File: config.mk
export PLATFORM = sky130hd
export DESIGN_NAME = ssf_spi_flags
export DESIGN_NICKNAME = d
export VERILOG_FILES = /design/src/pkg/ssf_pkg.sv /design/src/hdl/ssf_sync.sv /design/src/hdl/ssf_spi_flags.sv
export SDC_FILE = /design/constraint.sdc
export NUM_CORES = 1
export LEC_CHECK = 0
export BUFFER_PORTS_ARGS = -buffer_cell sky130_fd_sc_hd__buf_4
export CORE_AREA = 2 2 102 104
export CTS_BUF_LIST = sky130_fd_sc_hd__clkbuf_4
export DETAILED_ROUTE_END_ITERATION = 8
export DIE_AREA = 0 0 104 106
export PLACE_DENSITY = 0.5
export SKIP_LAST_GASP = 1
export SLEW_MARGIN = 20
export SYNTH_ARGS = -nofsm -noshare
export SYNTH_HDL_FRONTEND = slang
export SYNTH_SLANG_ARGS = --single-unit
File: constraint.sdc
create_clock -name CLK -period 2.8 [get_ports CLK]
set_clock_uncertainty 0.2 [all_clocks]
set_input_delay 0.28 -clock CLK [delete_from_list [all_inputs] [get_ports CLK]]
set_output_delay 0.28 -clock CLK [all_outputs]
set_load 0.005 [all_outputs]
File: src/pkg/ssf_pkg.sv
// Package with register addresses, flag positions, reset values and timing for the SPI flag block.
// What this block does
// - Bit 7 high while port transfers data.
// - Slave select seen during master transfer sets bit 6.
// - Writing zero clears multimaster error flag.
// - Unread buffer at next byte end sets bit 5.
// - Overwrite option replaces buffer on overflow.
// - New received byte sets bit 4, interrupts.
// - Mode zero: unread buffer halts transfer, releases select.
// - Bit 3 shows receive buffer full.
// - Bit 2 flags transmit underflow, zero clears.
// - Bit 1 set when transmit buffer empties.
// - No new transmit data ends a master transfer.
// - Mode one: writing zero clears bit 1.
// - Bit 0 shows transmit buffer full.
package ssf_pkg;

  // Core register addresses.
  localparam logic [7:0] ADDR_STATUS   = 8'hea;
  localparam logic [7:0] ADDR_TX_BUF   = 8'h9a;
  localparam logic [7:0] ADDR_RX_BUF   = 8'h9b;

  // Status flag bit positions.
  localparam int BIT_BUSY      = 7;
  localparam int BIT_MM_ERR    = 6;
  localparam int BIT_RX_OVF    = 5;
  localparam int BIT_RX_IRQ    = 4;
  localparam int BIT_RX_FULL   = 3;
  localparam int BIT_TX_UNDER  = 2;
  localparam int BIT_TX_IRQ    = 1;
  localparam int BIT_TX_FULL   = 0;

  // Reset values.
  localparam logic [7:0] STATUS_RESET = 8'h00;
  localparam logic [7:0] BUF_RESET    = 8'h00;

  // Serial clock timing in master mode.
  localparam int  CLK_PERIOD_NS   = 20;
  localparam int  SCLK_HALF_NS    = 160;
  localparam int  SCLK_HALF_CYC   = (SCLK_HALF_NS + CLK_PERIOD_NS - 1) / CLK_PERIOD_NS;
  localparam int  BITS_PER_BYTE   = 8;

  // Transfer engine states.
  typedef enum logic [2:0] {
    ST_IDLE,
    ST_MST_LOW,
    ST_MST_HIGH,
    ST_SLV_XFER,
    ST_SLV_HALT
  } ssf_state_t;

endpackage : ssf_pkg

File: src/hdl/ssf_sync.sv
// Two-stage synchroniser for inputs arriving from outside the core clock domain.
`timescale 1ns/1ps
module ssf_sync #(
  parameter int WIDTH = 1
) (
  input  wire logic             CLK,
  input  wire logic             RST,
  input  wire logic [WIDTH-1:0] D,
  output logic      [WIDTH-1:0] Q
);

  logic [WIDTH-1:0] meta_q;

  // The first stage feeds only the second stage.
  always_ff @(posedge CLK or posedge RST) begin
    if (RST) begin
      meta_q <= '0;
      Q      <= '0;
    end else begin
      meta_q <= D;
      Q      <= meta_q;
    end
  end

endmodule : ssf_sync

File: src/hdl/ssf_spi_flags.sv
// SPI port with double-buffered data and the status flag register seen by the core.
`timescale 1ns/1ps
module ssf_spi_flags #(
  parameter int HALF_CYC = ssf_pkg::SCLK_HALF_CYC
) (
  input  wire logic       CLK,
  input  wire logic       RST,
  // Core register port.
  input  wire logic [7:0] SFR_ADDR,
  input  wire logic       SFR_WR,
  input  wire logic       SFR_RD,
  input  wire logic [7:0] SFR_WDATA,
  output logic      [7:0] SFR_RDATA,
  // Configuration levels from the configuration registers.
  input  wire logic       MASTER_MODE,
  input  wire logic       SS_INPUT_ENABLE,
  input  wire logic       OVERFLOW_OVERWRITE_ENABLE,
  input  wire logic       INTERRUPT_MODE_SELECT,
  input  wire logic       SERIAL_IRQ_ENABLE,
  output logic            SERIAL_IRQ,
  // Serial pins, each split into input, output and output enable.
  input  wire logic       SCLK_I,
  output logic            SCLK_O,
  output logic            SCLK_OE,
  input  wire logic       MOSI_I,
  output logic            MOSI_O,
  output logic            MOSI_OE,
  input  wire logic       MISO_I,
  output logic            MISO_O,
  output logic            MISO_OE,
  input  wire logic       SS_N_I,
  output logic            SS_N_O,
  output logic            SS_N_OE
);

  ssf_pkg::ssf_state_t state_q;
  logic [7:0]          shift_q;
  logic                rx_bit_q;
  logic [2:0]          bit_cnt_q;
  logic [15:0]         div_q;
  logic [7:0]          transmit_buffer_q;
  logic [7:0]          receive_buffer_q;
  logic                sclk_prev_q;
  logic                ss_n_out_q;
  logic                multimaster_error_flag_q;
  logic                rx_overflow_flag_q;
  logic                rx_interrupt_flag_q;
  logic                rx_buffer_full_flag_q;
  logic                tx_underflow_flag_q;
  logic                tx_interrupt_flag_q;
  logic                tx_buffer_full_flag_q;
  logic [7:0]          rdata_q;
  logic [3:0]          pins_sync;
  logic                sclk_s;
  logic                mosi_s;
  logic                miso_s;
  logic                ss_n_s;
  logic                sclk_rise;
  logic                sclk_fall;
  logic                div_done;
  logic                sample_edge;
  logic                shift_edge;
  logic                end_edge;
  logic                serial_in;
  logic                byte_done;
  logic [7:0]          byte_rx;
  logic                load_tx;
  logic                start_mst;
  logic                stop_xfer;
  logic                wr_status;
  logic                wr_tx;
  logic                rd_rx;
  logic                busy;
  logic [7:0]          status;

  // Every pin input passes two flip-flops before use.
  ssf_sync #(
    .WIDTH (4)
  ) u_sync (
    .CLK (CLK),
    .RST (RST),
    .D   ({SCLK_I, MOSI_I, MISO_I, SS_N_I}),
    .Q   (pins_sync)
  );

  assign sclk_s = pins_sync[3];
  assign mosi_s = pins_sync[2];
  assign miso_s = pins_sync[1];
  assign ss_n_s = pins_sync[0];

  // Edge detection on the synchronised slave clock.
  always_ff @(posedge CLK or posedge RST) begin
    if (RST) begin
      sclk_prev_q <= 1'b0;
    end else begin
      sclk_prev_q <= sclk_s;
    end
  end

  assign sclk_rise = sclk_s & ~sclk_prev_q;
  assign sclk_fall = ~sclk_s & sclk_prev_q;

  // Core access decode.
  assign wr_status = SFR_WR & (SFR_ADDR == ssf_pkg::ADDR_STATUS);
  assign wr_tx     = SFR_WR & (SFR_ADDR == ssf_pkg::ADDR_TX_BUF);
  assign rd_rx     = SFR_RD & (SFR_ADDR == ssf_pkg::ADDR_RX_BUF);

  // Bit timing: a rise samples, a fall shifts, and a byte ends on its last fall.
  // Ending on the fall keeps the next top bit from moving while the far side samples.
  assign div_done    = (div_q == 16'h0000);
  assign sample_edge = (state_q == ssf_pkg::ST_MST_LOW && div_done) ||
                       (state_q == ssf_pkg::ST_SLV_XFER && sclk_rise);
  assign end_edge    = (state_q == ssf_pkg::ST_MST_HIGH && div_done) ||
                       (state_q == ssf_pkg::ST_SLV_XFER && sclk_fall);
  assign shift_edge  = end_edge && (bit_cnt_q != 3'h0);
  assign serial_in   = MASTER_MODE ? miso_s : mosi_s;
  assign byte_done   = end_edge && (bit_cnt_q == 3'h0);
  assign byte_rx     = {shift_q[6:0], rx_bit_q};

  // A byte ends in master mode when the buffer stays unread in mode zero or no new data waits.
  assign stop_xfer = byte_done &&
                     ((~INTERRUPT_MODE_SELECT && rx_buffer_full_flag_q) ||
                      (MASTER_MODE && ~tx_buffer_full_flag_q));

  // A master start waits while mode zero still holds an unread byte.
  assign start_mst = MASTER_MODE && tx_buffer_full_flag_q &&
                     ~(~INTERRUPT_MODE_SELECT && rx_buffer_full_flag_q);

  // Transmit data moves into the shift register at a start or at each byte boundary.
  assign load_tx = tx_buffer_full_flag_q &&
                   ((state_q == ssf_pkg::ST_IDLE && start_mst) ||
                    (state_q == ssf_pkg::ST_IDLE && ~MASTER_MODE && ~ss_n_s) ||
                    (byte_done && ~stop_xfer));

  // Transfer engine for master and slave operation.
  always_ff @(posedge CLK or posedge RST) begin
    if (RST) begin
      state_q <= ssf_pkg::ST_IDLE;
    end else begin
      unique case (state_q)
        ssf_pkg::ST_IDLE: begin
          if (start_mst) begin
            state_q <= ssf_pkg::ST_MST_LOW;
          end else if (~MASTER_MODE && ~ss_n_s) begin
            state_q <= ssf_pkg::ST_SLV_XFER;
          end
        end
        ssf_pkg::ST_MST_LOW: begin
          if (div_done) begin
            state_q <= ssf_pkg::ST_MST_HIGH;
          end
        end
        ssf_pkg::ST_MST_HIGH: begin
          if (stop_xfer) begin
            state_q <= ssf_pkg::ST_IDLE;
          end else if (div_done) begin
            state_q <= ssf_pkg::ST_MST_LOW;
          end
        end
        ssf_pkg::ST_SLV_XFER: begin
          if (ss_n_s) begin
            state_q <= ssf_pkg::ST_IDLE;
          end else if (stop_xfer) begin
            state_q <= ssf_pkg::ST_SLV_HALT;
          end
        end
        ssf_pkg::ST_SLV_HALT: begin
          if (ss_n_s) begin
            state_q <= ssf_pkg::ST_IDLE;
          end
        end
      endcase
    end
  end

  // Half-period counter for the master serial clock.
  always_ff @(posedge CLK or posedge RST) begin
    if (RST) begin
      div_q <= 16'h0000;
    end else if (state_q == ssf_pkg::ST_IDLE || div_done) begin
      div_q <= 16'(HALF_CYC - 1);
    end else begin
      div_q <= div_q - 16'h0001;
    end
  end

  // Bit counter and shift register.
  always_ff @(posedge CLK or posedge RST) begin
    if (RST) begin
      shift_q   <= ssf_pkg::BUF_RESET;
      rx_bit_q  <= 1'b0;
      bit_cnt_q <= 3'h0;
    end else if (state_q == ssf_pkg::ST_IDLE) begin
      bit_cnt_q <= 3'h0;
      if (load_tx) begin
        shift_q <= transmit_buffer_q;
      end
    end else begin
      if (sample_edge) begin
        rx_bit_q  <= serial_in;
        bit_cnt_q <= bit_cnt_q + 3'h1;
      end
      if (byte_done) begin
        shift_q <= transmit_buffer_q;
      end else if (shift_edge) begin
        shift_q <= {shift_q[6:0], rx_bit_q};
      end
    end
  end

  // Transmit buffer holds the last value written by the core.
  always_ff @(posedge CLK or posedge RST) begin
    if (RST) begin
      transmit_buffer_q <= ssf_pkg::BUF_RESET;
    end else if (wr_tx) begin
      transmit_buffer_q <= SFR_WDATA;
    end
  end

  // Receive buffer takes a byte unless it is unread and overwrite is off.
  always_ff @(posedge CLK or posedge RST) begin
    if (RST) begin
      receive_buffer_q <= ssf_pkg::BUF_RESET;
    end else if (byte_done && (~rx_buffer_full_flag_q || OVERFLOW_OVERWRITE_ENABLE)) begin
      receive_buffer_q <= byte_rx;
    end
  end

  // Receive flags; a new byte wins over a read in the same cycle.
  always_ff @(posedge CLK or posedge RST) begin
    if (RST) begin
      rx_overflow_flag_q    <= 1'b0;
      rx_interrupt_flag_q   <= 1'b0;
      rx_buffer_full_flag_q <= 1'b0;
    end else begin
      if (byte_done && rx_buffer_full_flag_q) begin
        rx_overflow_flag_q <= 1'b1;
      end else if (rd_rx) begin
        rx_overflow_flag_q <= 1'b0;
      end
      if (byte_done) begin
        rx_interrupt_flag_q   <= 1'b1;
        rx_buffer_full_flag_q <= 1'b1;
      end else if (rd_rx) begin
        rx_interrupt_flag_q   <= 1'b0;
        rx_buffer_full_flag_q <= 1'b0;
      end
    end
  end

  // Transmit flags; hardware events win over core clears.
  always_ff @(posedge CLK or posedge RST) begin
    if (RST) begin
      tx_underflow_flag_q   <= 1'b0;
      tx_interrupt_flag_q   <= 1'b0;
      tx_buffer_full_flag_q <= 1'b0;
    end else begin
      if (byte_done && ~tx_buffer_full_flag_q) begin
        tx_underflow_flag_q <= 1'b1;
      end else if (wr_status && ~SFR_WDATA[ssf_pkg::BIT_TX_UNDER]) begin
        tx_underflow_flag_q <= 1'b0;
      end
      if (load_tx) begin
        tx_interrupt_flag_q <= 1'b1;
      end else if (wr_tx) begin
        tx_interrupt_flag_q <= 1'b0;
      end else if (wr_status && INTERRUPT_MODE_SELECT &&
                   ~SFR_WDATA[ssf_pkg::BIT_TX_IRQ]) begin
        tx_interrupt_flag_q <= 1'b0;
      end
      if (wr_tx) begin
        tx_buffer_full_flag_q <= 1'b1;
      end else if (load_tx) begin
        tx_buffer_full_flag_q <= 1'b0;
      end else if (wr_status && ~SFR_WDATA[ssf_pkg::BIT_TX_FULL]) begin
        tx_buffer_full_flag_q <= 1'b0;
      end
    end
  end

  // Multimaster error: select driven low by another master during a master transfer.
  always_ff @(posedge CLK or posedge RST) begin
    if (RST) begin
      multimaster_error_flag_q <= 1'b0;
    end else if (SS_INPUT_ENABLE && ~ss_n_s &&
                 (state_q == ssf_pkg::ST_MST_LOW || state_q == ssf_pkg::ST_MST_HIGH)) begin
      multimaster_error_flag_q <= 1'b1;
    end else if (wr_status && ~SFR_WDATA[ssf_pkg::BIT_MM_ERR]) begin
      multimaster_error_flag_q <= 1'b0;
    end
  end

  // Busy covers every state that moves data; a halted slave is idle.
  assign busy = (state_q == ssf_pkg::ST_MST_LOW) || (state_q == ssf_pkg::ST_MST_HIGH) ||
                (state_q == ssf_pkg::ST_SLV_XFER);

  // The eight flags gathered into the status byte.
  assign status = {busy, multimaster_error_flag_q, rx_overflow_flag_q, rx_interrupt_flag_q,
                   rx_buffer_full_flag_q, tx_underflow_flag_q, tx_interrupt_flag_q,
                   tx_buffer_full_flag_q};

  // Read data is registered; unmapped addresses read zero.
  always_ff @(posedge CLK or posedge RST) begin
    if (RST) begin
      rdata_q <= ssf_pkg::STATUS_RESET;
    end else if (SFR_RD) begin
      if (SFR_ADDR == ssf_pkg::ADDR_STATUS) begin
        rdata_q <= status;
      end else if (SFR_ADDR == ssf_pkg::ADDR_RX_BUF) begin
        rdata_q <= receive_buffer_q;
      end else if (SFR_ADDR == ssf_pkg::ADDR_TX_BUF) begin
        rdata_q <= transmit_buffer_q;
      end else begin
        rdata_q <= 8'h00;
      end
    end
  end

  assign SFR_RDATA = rdata_q;

  // Interrupt request from either interrupt flag when the shared enable is set.
  assign SERIAL_IRQ = SERIAL_IRQ_ENABLE & (rx_interrupt_flag_q | tx_interrupt_flag_q);

  // Master select output goes low for a master transfer and high when it stops.
  always_ff @(posedge CLK or posedge RST) begin
    if (RST) begin
      ss_n_out_q <= 1'b1;
    end else begin
      ss_n_out_q <= ~((state_q == ssf_pkg::ST_MST_LOW || state_q == ssf_pkg::ST_MST_HIGH) &&
                      ~stop_xfer);
    end
  end

  // Pin drive: master owns clock and data out, and select while the select input is off; slave drives its output only when selected.
  assign SCLK_O  = (state_q == ssf_pkg::ST_MST_HIGH);
  assign SCLK_OE = MASTER_MODE;
  assign MOSI_O  = shift_q[7];
  assign MOSI_OE = MASTER_MODE;
  assign MISO_O  = shift_q[7];
  assign MISO_OE = (state_q == ssf_pkg::ST_SLV_XFER);
  assign SS_N_O  = ss_n_out_q;
  assign SS_N_OE = MASTER_MODE & ~SS_INPUT_ENABLE;

endmodule : ssf_spi_flags

==> results list, run 1 <==
* CTS resizes: 0
- The worst setup path is captured at a register.
- Data arrival time of the worst path: 2.62 ns
- The critical path is of the register to register type.
* RSZ-0062 raised after global routing: no
- Top library cells by usage in the layout, fill and taps aside: sky130_fd_sc_hd__dfrtp_1 (70), sky130_fd_sc_hd__buf_4 (50), sky130_fd_sc_hd__nand2_1 (37)
- The library cell used most frequently in the layout, excluding fill and tap cells, is sky130_fd_sc_hd__dfrtp_1.
- Syn_area_per_cell: 10.7 µm²
* Most used DFF post-synth: sky130_fd_sc_hd__dfrtp_1
- The first global-routing pass estimated 13.2 mm of wire.
- Entering global routing, the biggest net connects 41 pins.
* First-pass iteration count of the detailed router: 4
- In the final routed layout, each cell accounts on average for 14.4 µm.
- CORE AREA: 0.0100 mm²
- Measured on the finished design, the core utilization comes to 43.0%.
- Gate count of the mapped netlist: 319
* Leakage power summed over all cells: 1.95 nW
* Synthesized netlist net count: 352
- Of the synthesized area, sequential elements account for 52.3%.
* Period utilization: 90.0%
* Die X-Extent: 104 µm
- All-layer global routing usage: 15.1%
- Synthesized area: 0.00340 mm²
* Clock sinks: 71
* Antenna diode instance count: 0
- For this run, design rule violations remaining after detail routing come to 0.
- Buffers inserted during clock tree synthesis total 9.
* Worst ir drop on vdd: 0.000359 V
* Slew at the pin closest to its max-slew limit: 0.716 ns
- Cells on Worst Hold Path: 5
* Flip-flop and latch area: 0.00178 mm²
- H-tree depth: 3
- Cell variety after synth: 53
- The endpoint identified for the worst register-to-register timing path is bit_cnt_q[1]$_DFFE_PP0P_.
- Buffers added on ports: 45
- Number of max-slew violations in the final report: 0
* Normalized max-slew margin: 52.2%
- Clock transition at path regs: 0.11 ns
- Proportion of synthesized flip-flops having asynchronous set or reset: 100%
- Highest attainable clock frequency: 397 MHz
- The worst hold path terminates at SFR_RDATA[6]$_DFFE_PP0P_.
- Reg-to-reg startpoint: div_q[0]$_DFF_PP0_
- Number of placed I/O pins: 46
* Final setup violation count: 0
- Final Hold Fails: 0
- The initialized floorplan defines 37 standard-cell rows.
- In this run the most critical hold path is launched from SFR_ADDR[5].
- Iter 0 DRT Violations: 109
- Relative area change from synthesis to final layout: 26.4%
- Number of global-route vias before repair: 2,614
* Required time worst endpoint: 2.90 ns
- The detail route stage leaves a number of antenna-violating nets equal to 0.
* Area of the die: 0.0110 mm²
* Y dimension of the die: 106 µm
* Pwr dens: 836 mW/mm²
* Highest net fanout along the worst path: 11
* Count of vias placed by the detailed router: 2,507
- Summed over all layers, the global routing overflow is 0.
- Number of antenna violations at the first check in global routing: 0
- Number of inserted filler cells in the final layout: 966
* Max capacitance violation total: 0
- Across all register-to-register paths, the minimum setup slack is 0.28 ns.
- For the final routed database, the setup TNS stands at 0 ns.
- Number of buffers on the longest clock path: 2
* Multi-input logic area: 0.00151 mm²
* TritonCTS clock tree: yes
* Outcome: completed
* Share of cells above drive strength 1: 23.8%
- The smallest clock period supported by the final layout is computed as 2.52 ns.
* Detailed-placement wirelength estimate: 5.39 mm
* Clock root buffer master: sky130_fd_sc_hd__clkbuf_4
- Once the floorplan was initialized, standard cells occupied 34.0% of the core.
* Net count, final: 419
- The path class of the tightest hold or removal check is primary input to register.
- Number of flops mapped to enable cells by yosys: 0
* Crit path launch type: register
- The synthesized design contains 71 register bits.
- The routed design has 7.56 mm of wire.
- Measured in cells, the most critical reg-to-reg path has a length of 7.
- Synth warn: 0
- The later pin in the worst-skew pair is clocked with a latency of 0.43 ns.
- Gpl congestion: 0.776
- After detailed routing, the number of vias per cell comes to 4.77.
## stage by stage
step / setup WS (ns) / instance area (µm²) / hold WS, ns / power [mW] / instances
2_1_floorplan: 0.525 / 3400 / 0.111 / 2.31 / 319
3_3_place_gp: 0.365 / 3890 / 0.135 / 2.64 / 491
3_5_place_dp: 0.254 / 3890 / 0.139 / 2.66 / 491
4_1_cts: 0.206 / 4280 / 0.0446 / 3.60 / 525
5_1_grt: 0.0294 / 4300 / 0.0721 / 3.89 / 526
6_report: 0.280 / 4300 / 0.0665 / 3.59 / 526
## synth_stat cells, types with 2 or more instances
library cell                count  area (µm²)
sky130_fd_sc_hd__o221ai_1       2        17.5
sky130_fd_sc_hd__ha_1           4        50.1
sky130_fd_sc_hd__nand2b_1       2        12.5
sky130_fd_sc_hd__o21ai_0       11        55.1
sky130_fd_sc_hd__mux2_1         3        33.8
sky130_fd_sc_hd__and3_1         3        18.8
sky130_fd_sc_hd__o21ai_2        2        17.5
sky130_fd_sc_hd__clkbuf_1       7        26.3
sky130_fd_sc_hd__nor2b_1        7        43.8
sky130_fd_sc_hd__a31oi_1        6        37.5
sky130_fd_sc_hd__or3_1          3        18.8
sky130_fd_sc_hd__nand3b_1       4        30.0
sky130_fd_sc_hd__a21oi_1        8        40.0
sky130_fd_sc_hd__xor2_1         8        70.1
sky130_fd_sc_hd__nor2_1        34         128
sky130_fd_sc_hd__nand2_1       37         139
sky130_fd_sc_hd__o2111ai_1      2        17.5
sky130_fd_sc_hd__nand3_1        6        30.0
sky130_fd_sc_hd__and3b_1        2        17.5
sky130_fd_sc_hd__a22o_1         2        17.5
sky130_fd_sc_hd__mux2_2        15         169
sky130_fd_sc_hd__buf_4          3        22.5
sky130_fd_sc_hd__o21ai_1        8        40.0
sky130_fd_sc_hd__and2_1         2        12.5
sky130_fd_sc_hd__dfrtp_1       70        1750
sky130_fd_sc_hd__mux2i_1       11         110
sky130_fd_sc_hd__a222oi_1       4        40.0
sky130_fd_sc_hd__buf_2          3        15.0
sky130_fd_sc_hd__or4_1          2        15.0
sky130_fd_sc_hd__o211ai_1       2        15.0
sky130_fd_sc_hd__inv_1         10        37.5
sky130_fd_sc_hd__nor3b_1        2        15.0
sky130_fd_sc_hd__nor4_1         2        12.5
sky130_fd_sc_hd__nor3_1         5        25.0
sky130_fd_sc_hd__xnor2_1        6        52.6
sky130_fd_sc_hd__a22oi_1        4        30.0
## critical path: stages (launching register included)
cell,delay (ns)
sky130_fd_sc_hd__dfrtp_1,0.42
sky130_fd_sc_hd__inv_1,0.09
sky130_fd_sc_hd__ha_1,0.14
sky130_fd_sc_hd__nor4b_1,0.30
sky130_fd_sc_hd__nand4_2,0.41
sky130_fd_sc_hd__o22ai_2,0.38
sky130_fd_sc_hd__nand2_1,0.14
sky130_fd_sc_hd__mux2_1,0.33
## sequential cells by signal, summed over array words and instances (netlist names)
| signal | cells |
|---|---|
| sclk_prev_q | 1 |
| u_sync.Q | 4 |
| receive_buffer_q | 8 |
| tx_buffer_full_flag_q | 1 |
| div_q | 16 |
| multimaster_error_flag_q | 1 |
| u_sync.meta_q | 4 |
| tx_interrupt_flag_q | 1 |
| SFR_RDATA | 8 |
| state_q | 3 |
| SS_N_O | 1 |
| shift_q | 8 |
| tx_underflow_flag_q | 1 |
| transmit_buffer_q | 8 |
| rx_bit_q | 1 |
| bit_cnt_q | 3 |
| rx_buffer_full_flag_q | 1 |
| rx_overflow_flag_q | 1 |
## routing by layer
metal | vias to the layer above | GRT usage (%) | share of wire (%)
met5 | - | 0 | 0
met4 | 0 | 5.60 | 1.6
met3 | 11 | 3.86 | 4.1
met2 | 52 | 23.9 | 45
met1 | 1187 | 20.0 | 49
li1 | 1257 | - | -
## cell families after synthesis
group / Yosys count / synth area share (%)
flops: 71 / 52.3
xor+xnor: 14 / 3.61
fa+ha+maj: 4 / 1.47
mux: 29 / 9.20
buf+inv: 25 / 3.42
simple gates: 118 / 17.8
compound gates: 58 / 12.2
## worst max path at each step
stage,from,end,slack (ns),depth (start not counted)
floorplan,RST,SFR_RDATA[0]$_DFFE_PP0P_,0.53,1
global placement,div_q[0]$_DFF_PP0_,bit_cnt_q[1]$_DFFE_PP0P_,0.37,7
detailed placement,div_q[0]$_DFF_PP0_,shift_q[5]$_DFFE_PP0P_,0.25,7
CTS,div_q[0]$_DFF_PP0_,shift_q[5]$_DFFE_PP0P_,0.21,7
global route,div_q[0]$_DFF_PP0_,receive_buffer_q[7]$_DFFE_PP0P_,0.03,7
finish,div_q[0]$_DFF_PP0_,bit_cnt_q[1]$_DFFE_PP0P_,0.28,7
## what timing repair did
| item | in CTS | in global routing |
|---|---|---|
| endpoints found under the setup margin | 0 | 10 |
| hold buffers | 19 | 0 |
| endpoints found under the hold margin | 55 | 0 |
| buffers inserted | 0 | 1 |
## layout make-up
class / instances / share of cell area (%)
tap: 136 / 3.96
clock buffer: 9 / 1.57
timing repair buffer: 71 / 14.1
multi-input combinational: 223 / 35.0
inverter: 10 / 0.874
sequential: 71 / 41.4
clock inverter: 6 / 3.09
## power breakdown
group	internal [mW]	total, mW	switching [mW]
Combinational	0.545	1.16	0.618
Sequential	1.29	1.52	0.232
Clock	0.538	0.910	0.373
Note: power is estimated with default switching activity, not from simulation.
==> run 2: changes to the inputs <==
--- a/config.mk
+++ b/config.mk
@@ -5,11 +5,13 @@
 export SDC_FILE = /design/constraint.sdc
 export NUM_CORES = 1
 export LEC_CHECK = 0
+export ABC_AREA = 1
 export BUFFER_PORTS_ARGS = -buffer_cell sky130_fd_sc_hd__buf_4
-export CORE_AREA = 2 2 102 104
+export CORE_AREA = 2 2 103 105
 export CTS_BUF_LIST = sky130_fd_sc_hd__clkbuf_4
+export CTS_CLUSTER_SIZE = 25
 export DETAILED_ROUTE_END_ITERATION = 8
-export DIE_AREA = 0 0 104 106
+export DIE_AREA = 0 0 105 107
 export PLACE_DENSITY = 0.5
 export SKIP_LAST_GASP = 1
 export SLEW_MARGIN = 20
==> run 2 against run 1 <==
Non-clock buffer count fell by 9. Highest routed layer unchanged. Power is 2.4% lower. Critical path type unchanged. Die area rose by 1.9%.
==> results list, run 2 <==
* Outcome: completed
- Met3 Usage GRT: 4.01%
* Number of instances in the placed design: 569
* Period utilization: 76.5%
- Net count, final: 492
- Headroom to the max-slew limit came out at 57.8%.
- Number of inserted filler cells in the final layout: 1,053
* Clock transition at path regs: 0.12 ns
- For this run, global-route usage on met2 was measured as 25.2%.
* Y dimension of the die: 107 µm
* Total placed instance area: 0.00393 mm²
- The final route contains 2,785 vias.
- Family with the most delay on the worst path: simple AND/OR/NAND/NOR gates
- Number of buffers on the longest clock path: 2
- Drt wl/cell: 12.8 µm
* Gate count of the mapped netlist: 394
- Synth warn: 0
- Initial cell density of the core: 34.1%
* Max capacitance violation total: 0
- After routing the design area is 0.00421 mm².
- Ranked by instance count, the synthesized netlist is headed by sky130_fd_sc_hd__nand2_1 (78), sky130_fd_sc_hd__dfrtp_1 (70), sky130_fd_sc_hd__inv_1 (52), sky130_fd_sc_hd__o21ai_1 (37), sky130_fd_sc_hd__nor2_1 (31).
- Most frequent CP cell: sky130_fd_sc_hd__nand2_1
* Clock sinks: 71
- Buffers added on ports: 45
- Number of flops mapped to enable cells by yosys: 0
* Synthesized netlist net count: 427
- Maximum number of pins on one net before global-route repair: 45
- The congestion estimate from routability-driven global placement came to 0.814.
- Post-layout min period: 2.14 ns
- The finished layout holds 599 standard cells, fillers aside.
- Cell variety after synth: 39
- GR Util met1: 19.8%
- Global routing used 15.2% of the available tracks.
- Die X-Extent: 105 µm
- Data on the critical path is required at its endpoint by 2.95 ns.
- H-tree depth: 3
- RSZ-0062 raised after global routing: no
* Global-route wire length before repair: 13.7 mm
- Number of buffer and inverter stages on the critical path: 2
- Sequential cells were found to cover 51.7% of the synthesized design area.
- The register with the most flip-flops in the layout has 16 of them.
- Final Hold Fails: 0
- The register with the most flip-flops in the final layout is div_q.
- Largest cells by area after synthesis: sky130_fd_sc_hd__dfrtp_1 (51%), sky130_fd_sc_hd__nand2_1 (8.5%), sky130_fd_sc_hd__inv_1 (5.7%)
- For this run, the leading register cell type out of synthesis is sky130_fd_sc_hd__dfrtp_1.
- TritonCTS clock tree: yes
* Total DRC errors in the routed layout: 0
- After detailed routing, the number of vias per cell comes to 4.65.
- In the layout the commonest cells are sky130_fd_sc_hd__nand2_1 (78), sky130_fd_sc_hd__dfrtp_1 (70), sky130_fd_sc_hd__inv_1 (51).
- Worst setup timing slack at the placement stage: 0.660 ns
- After legalization and detailed placement, the total HPWL measured 5.54 mm.
* Synthesized area: 0.00344 mm²
* Number of antenna violations at the first check in global routing: 0
* Number of global-route vias before repair: 2,852
- Clock latency reported for the late side of the worst-skew pair: 0.41 ns
* Residual overflow from global routing: 0
- Routed Antenna Nets: 0
- In this run the core area contains 37 standard-cell rows.
- The final max-slew violation count came to 0.
* Syn_area_per_cell: 8.74 µm²
* Critical path, cell by cell: inv_1, ha_1, inv_1, nor2_1, nand2_1, nor2_2, nand3_2, nand2_4, nand3_2, nand2_2, nand3_4, nand2_4, nand2_1, nand2_1
* Setup WS post-layout: 0.657 ns
- Power spread over the standard cell area amounts to 834 mW/mm².
- Worst min path class: primary input to register
- Aggregate routed wire length: 7.67 mm
- Antenna diode instance count: 0
- STA classifies the critical path endpoint as a register.
* Busiest metal layer after global routing: met2
- Summed over all cells, the static leakage comes to 2.04 nW.
- Worst ir drop on vdd: 0.000490 V
- Clock root buffer master: sky130_fd_sc_hd__clkbuf_4
- The largest individual stage delay along the critical path comes from the cell sky130_fd_sc_hd__dfrtp_1.
- STA classifies the critical path startpoint as a register.
- Highest net fanout along the worst path: 9
- Post-synthesis sequential element count: 71
- The critical path is of the register to register type.
- By instance count, the leading cell after synthesis is sky130_fd_sc_hd__nand2_1.
- CORE AREA: 0.0101 mm²
- In the final layout, the share of cells above drive strength 1 is 20.3%.
* Iter 0 DRT Violations: 106
- Share of Yosys cell area claimed by the top area cell type: 50.9%
* Number of placed I/O pins: 46
* Clock buffer count from CTS: 9
- The pre-antenna-repair detailed-routing pass consisted of 4 iterations.
- In the final timing run, aggregate negative setup slack is 0 ns.
* Setup Buffers After CTS: 0
* Data arrival time of the worst path: 2.29 ns
* Largest stage delay, worst path: 0.40 ns
- Final setup violation count: 0
- Most common cell after layout, fill and taps aside: sky130_fd_sc_hd__nand2_1
- Slew at the pin closest to its max-slew limit: 0.632 ns
* Proportion of synthesized flip-flops having asynchronous set or reset: 100%
- The die covers 0.0112 mm².
* Biggest area consumer among synthesized cells: sky130_fd_sc_hd__dfrtp_1
- Derived from the worst setup path, the maximum achievable clock frequency is 467 MHz.
- Relative to the synthesized area, the layout overhead comes to 22.2%.
## run 2: cell types whose count changed after synthesis, sizes merged, moves of 9 or more
cell	previous run	this run
nand3	6	21
mux2i	11	0
mux2	18	0
o21ai	21	41
inv	10	59
o22ai	1	10
nand2	37	85
## run 2: cell type report
type | count | area, µm² | area share (%)
timing repair buffer | 62 | 515 | 12.3
clock inverter | 4 | 47.5 | 1.13
multi-input combinational | 256 | 1390 | 33.1
sequential | 71 | 1780 | 42.3
clock buffer | 11 | 82.6 | 1.96
tap | 136 | 170 | 4.05
inverter | 59 | 221 | 5.26
## run 2: worst paths after layout
path	start	to	slack, ns	depth (start not counted)
max	div_q[0]$_DFF_PP0_	shift_q[7]$_DFFE_PP0P_	0.66	14
min	SFR_RD	SFR_RDATA[4]$_DFFE_PP0P_	0.03	2
max reg2reg	div_q[0]$_DFF_PP0_	shift_q[7]$_DFFE_PP0P_	0.66	14
min reg2reg	u_sync.meta_q[0]$_DFF_PP0_	u_sync.Q[0]$_DFF_PP0_	0.17	0
max in group asynchronous	RST	SS_N_O$_DFF_PP1_	1.39	4
min in group asynchronous	RST	div_q[12]$_DFF_PP0_	0.30	3
## run 2: logic make-up (layout without fill, tap and decap cells)
logic type	count (synthesis)	in the layout	synth area share (%)
buffers and inverters	67	136	7.92
and+or+nand+nor	172	172	24.6
AOI/OAI and AO/OA	73	73	12.6
DFF	71	71	51.7
adders and majority gates	4	4	1.45
xor gates and xnor gates	7	7	1.78
## run 2: per-layer routing
metal	vias to the layer above	wire, µm
li1	1421	-
met1	1305	3680
met2	49	3580
met3	10	304
met4	0	101
met5	-	0
## run 2: repair_timing
action                    in CTS  in global routing
hold endpoints to repair      43                  0
hold buffers                  15                  0
gates resized for setup        0                  0
## run 2: report_power, final
group          leakage (nW)  internal, mW  switching, mW
combinational          1.11         0.530          0.852
clock                0.0727         0.285          0.358
sequential            0.860          1.29          0.189
total                  2.04          2.11           1.40
## run 2: per-stage QoR
step	power, mW	hold WS (ns)	utilization (%)
final	3.51	0.0321	41.7
after global routing	3.85	0.0202	41.7
after CTS	3.56	0.00458	41.7
after detailed placement	2.89	0.137	38.9
after global placement	2.88	0.132	38.9
after floorplan	2.54	0.111	-
==> run 3: changes to the inputs <==
--- a/config.mk
+++ b/config.mk
@@ -12,7 +12,7 @@
 export CTS_CLUSTER_SIZE = 25
 export DETAILED_ROUTE_END_ITERATION = 8
 export DIE_AREA = 0 0 105 107
-export PLACE_DENSITY = 0.5
+export PLACE_DENSITY = 0.52
 export SKIP_LAST_GASP = 1
 export SLEW_MARGIN = 20
 export SYNTH_ARGS = -nofsm -noshare
==> constraint.sdc (replaced) <==
create_clock -name CLK -period 1.8 [get_ports CLK]
set_clock_uncertainty 0.2 [all_clocks]
set_input_delay 0.18 -clock CLK [delete_from_list [all_inputs] [get_ports CLK]]
set_output_delay 0.18 -clock CLK [all_outputs]
set_load 0.005 [all_outputs]
==> run 3 against run 2 <==
The run now ends with negative setup slack left. Register-to-register slack got worse by 0.80 ns. Worst hold slack improved by 0.0086 ns. Die area unchanged. Cell area increased by 16%. Wire length increased by 10%. Final cell count increased by 9.5%. Clock power increased by 100%. First-iteration DRC count increased by 1.9%. Power increased by 90%. Global-route usage increased by 1.0 points. Critical path type unchanged.
==> results list, run 3 (synthesized netlist as in run 2, its figures left out) <==
- The tool flagged a number of max-cap violations equal to 0.
- The final-report hold violation count is 0.
- TritonCTS clock tree: yes
* Y dimension of the die: 107 µm
- Net count, final: 548
- Once placement completed, the tool counted placed cells totaling 606.
- Rows: 37
- At the worst endpoint, the arrival time is 2.11 ns.
- Post-layout min period: 1.94 ns
* Maximum number of pins on one net before global-route repair: 31
- Setup violations remaining at the end of the flow were counted as 21.
* Top library cells by usage in the layout, fill and taps aside: sky130_fd_sc_hd__buf_4 (87), sky130_fd_sc_hd__nand2_1 (72), sky130_fd_sc_hd__dfrtp_1 (68)
- After the flow finishes, the layout carries non-filler instances totaling 656.
- Counting along the longest clock path gives a buffer depth of 2.
- The repair_antennas step left the layout with diodes totalling 0.
* Setup slack of the most critical reg-to-reg path: -0.14 ns
- Clock latency reported for the late side of the worst-skew pair: 0.43 ns
- In this run the most critical hold path is launched from SFR_WR.
- In this run the horizontal extent of the chip is 105 µm.
- The first global-routing pass estimated 14.3 mm of wire.
* RSZ-0062 raised after global routing: yes
- For this design the ratio of total power to cell area is 1360 mW/mm².
* Worst min path class: primary input to register
- Counting cells, the worst reg-to-reg path comes to 14.
- During I/O placement, the number of pins put on the boundary was 46.
- H-tree depth: 3
- In this run the clock root is driven by a sky130_fd_sc_hd__clkbuf_4.
* Gpl congestion: 0.840
* Clock buffer count from CTS: 9
* Relative area change from synthesis to final layout: 41.8%
- Detailed routing placed a total of 458 µm of wire on met3.
- Iter 0 DRT Violations: 108
- Total placed instance area: 0.00426 mm²
- The register with the most flip-flops in the final layout is div_q.
* Buffers added on ports: 45
- Via count normalized by instance count: 4.61
- The detail route stage leaves a number of antenna-violating nets equal to 0.
- Once layout is done, the placed cells without fillers occupy 0.00488 mm².
- Most common cell after layout, fill and taps aside: sky130_fd_sc_hd__buf_4
- Total DRC errors in the routed layout: 0
* R2R Path End: shift_q[3]$_DFFE_PP0P_
* Cells on Worst Hold Path: 4
- Initial cell density of the core: 34.1%
- Normalized max-slew margin: 64.1%
* Highest net fanout along the worst path: 8
* Leakage power summed over all cells: 2.32 nW
- Setup WS post-layout: -0.142 ns
- The register with the most flip-flops in the layout has 16 of them.
- STA classifies the critical path endpoint as a register.
* Detailed-route wire length on metal 1: 3.86 mm
- The die covers 0.0112 mm².
- Residual overflow from global routing: 0
- Count of vias placed by the detailed router: 3,024
* Kind of critical path: register to register
- Drt wl/cell: 12.9 µm
* Crit path launch type: register
* Number of antenna violations at the first check in global routing: 0
- After detailed routing, no signal wire sits above met4.
- Share of cells above drive strength 1: 32.3%
- For this design, the sink count on the clock tree is 71.
- The worst hold path terminates at tx_underflow_flag_q$_DFFE_PP0P_.
- Across the VDD grid, the largest voltage drop is 0.00111 V.
* Detailed-placement wirelength estimate: 5.95 mm
- Based on the critical path, the design can be clocked at up to 515 MHz.
- First-pass iteration count of the detailed router: 4
- The flow ran to the end, but the final reports show violations.
- All-layer global routing usage: 16.3%
- In the final timing run, aggregate negative setup slack is -1.73 ns.
* Reg-to-reg startpoint: div_q[1]$_DFF_PP0_
- The floorplan step defined a core boundary enclosing 0.0101 mm².
- Clock transition at path regs: 0.12 ns
* Violations in the final reports: negative setup slack
- Aggregate routed wire length: 8.44 mm
- For the pin with the worst max-slew slack, the measured transition is 0.538 ns.
* Number of max-slew violations in the final report: 0
- Of the available clock period, the critical path in the final layout requires 108%.
* Number of global-route vias before repair: 2,942
- After detailed routing, the met2 layer carries 4.03 mm of wire.
- Data on the critical path is required at its endpoint by 1.97 ns.
-- run 3: worst max-delay path, cell delays in order (launching register included) --
cell	delay (ns)
sky130_fd_sc_hd__dfrtp_1	0.40
sky130_fd_sc_hd__inv_2	0.08
sky130_fd_sc_hd__ha_4	0.14
sky130_fd_sc_hd__inv_2	0.03
sky130_fd_sc_hd__nor2_1	0.07
sky130_fd_sc_hd__nand2_1	0.08
sky130_fd_sc_hd__nor2_4	0.10
sky130_fd_sc_hd__nand3_2	0.10
sky130_fd_sc_hd__nand2_4	0.13
sky130_fd_sc_hd__nand3_4	0.08
sky130_fd_sc_hd__nand2_4	0.11
sky130_fd_sc_hd__nand3_4	0.11
sky130_fd_sc_hd__nand2_4	0.13
sky130_fd_sc_hd__nand2_1	0.06
sky130_fd_sc_hd__nand2_1	0.05
-- run 3: power by group --
part	internal [mW]	leakage [nW]	switching, mW
registers	2.01	0.857	0.286
clock network	0.703	0.0884	0.613
logic	1.41	1.38	1.63
total	4.13	2.32	2.53
-- run 3: routing by layer --
layer  vias to the layer above  global-route usage [%]
met1                      1409                    20.8
met5                         -                       0
li1                       1549                       -
met3                        10                    5.17
met4                         0                    4.19
met2                        56                    26.8
-- run 3: what timing repair did --
item / in CTS / in global routing
endpoints found under the hold margin: 106 / 0
resized for setup: 12 / 21
setup buffers: 3 / 8
pin swaps: 11 / 13
endpoints found under the setup margin: 28 / 46
hold buffers: 22 / 0
cloned: 2 / 0
-- run 3: through the flow --
stage,hold WS (ns),worst slack (ns),total power [mW],utilization [%]
after floorplan,0.0114,-0.0682,3.99,-
after global placement,0.0645,-0.136,4.99,42.2
after detailed placement,0.0731,-0.164,5.00,42.2
after CTS,0.00565,-0.155,6.52,47.1
after global routing,0.0344,-0.269,7.25,48.4
final,0.0406,-0.142,6.66,48.4
-- run 3: worst max path at each step --
stage                  startpoint                      to  slack [ns]
2_1_floorplan  div_q[0]$_DFF_PP0_  shift_q[0]$_DFFE_PP0P_       -0.07
3_3_place_gp   div_q[1]$_DFF_PP0_  shift_q[7]$_DFFE_PP0P_       -0.14
3_5_place_dp   div_q[1]$_DFF_PP0_  shift_q[5]$_DFFE_PP0P_       -0.16
4_1_cts        div_q[1]$_DFF_PP0_  shift_q[3]$_DFFE_PP0P_       -0.15
5_1_grt        div_q[1]$_DFF_PP0_  shift_q[7]$_DFFE_PP0P_       -0.27
6_report       div_q[1]$_DFF_PP0_  shift_q[3]$_DFFE_PP0P_       -0.14
-- run 3: final cells by class --
type | instances | area, µm²
sequential | 71 | 1780
clock buffer | 9 | 67.6
clock inverter | 7 | 121
tap | 136 | 170
multi-input combinational | 258 | 1540
timing repair buffer | 116 | 978
fill | 1027 | 5210
inverter | 59 | 228
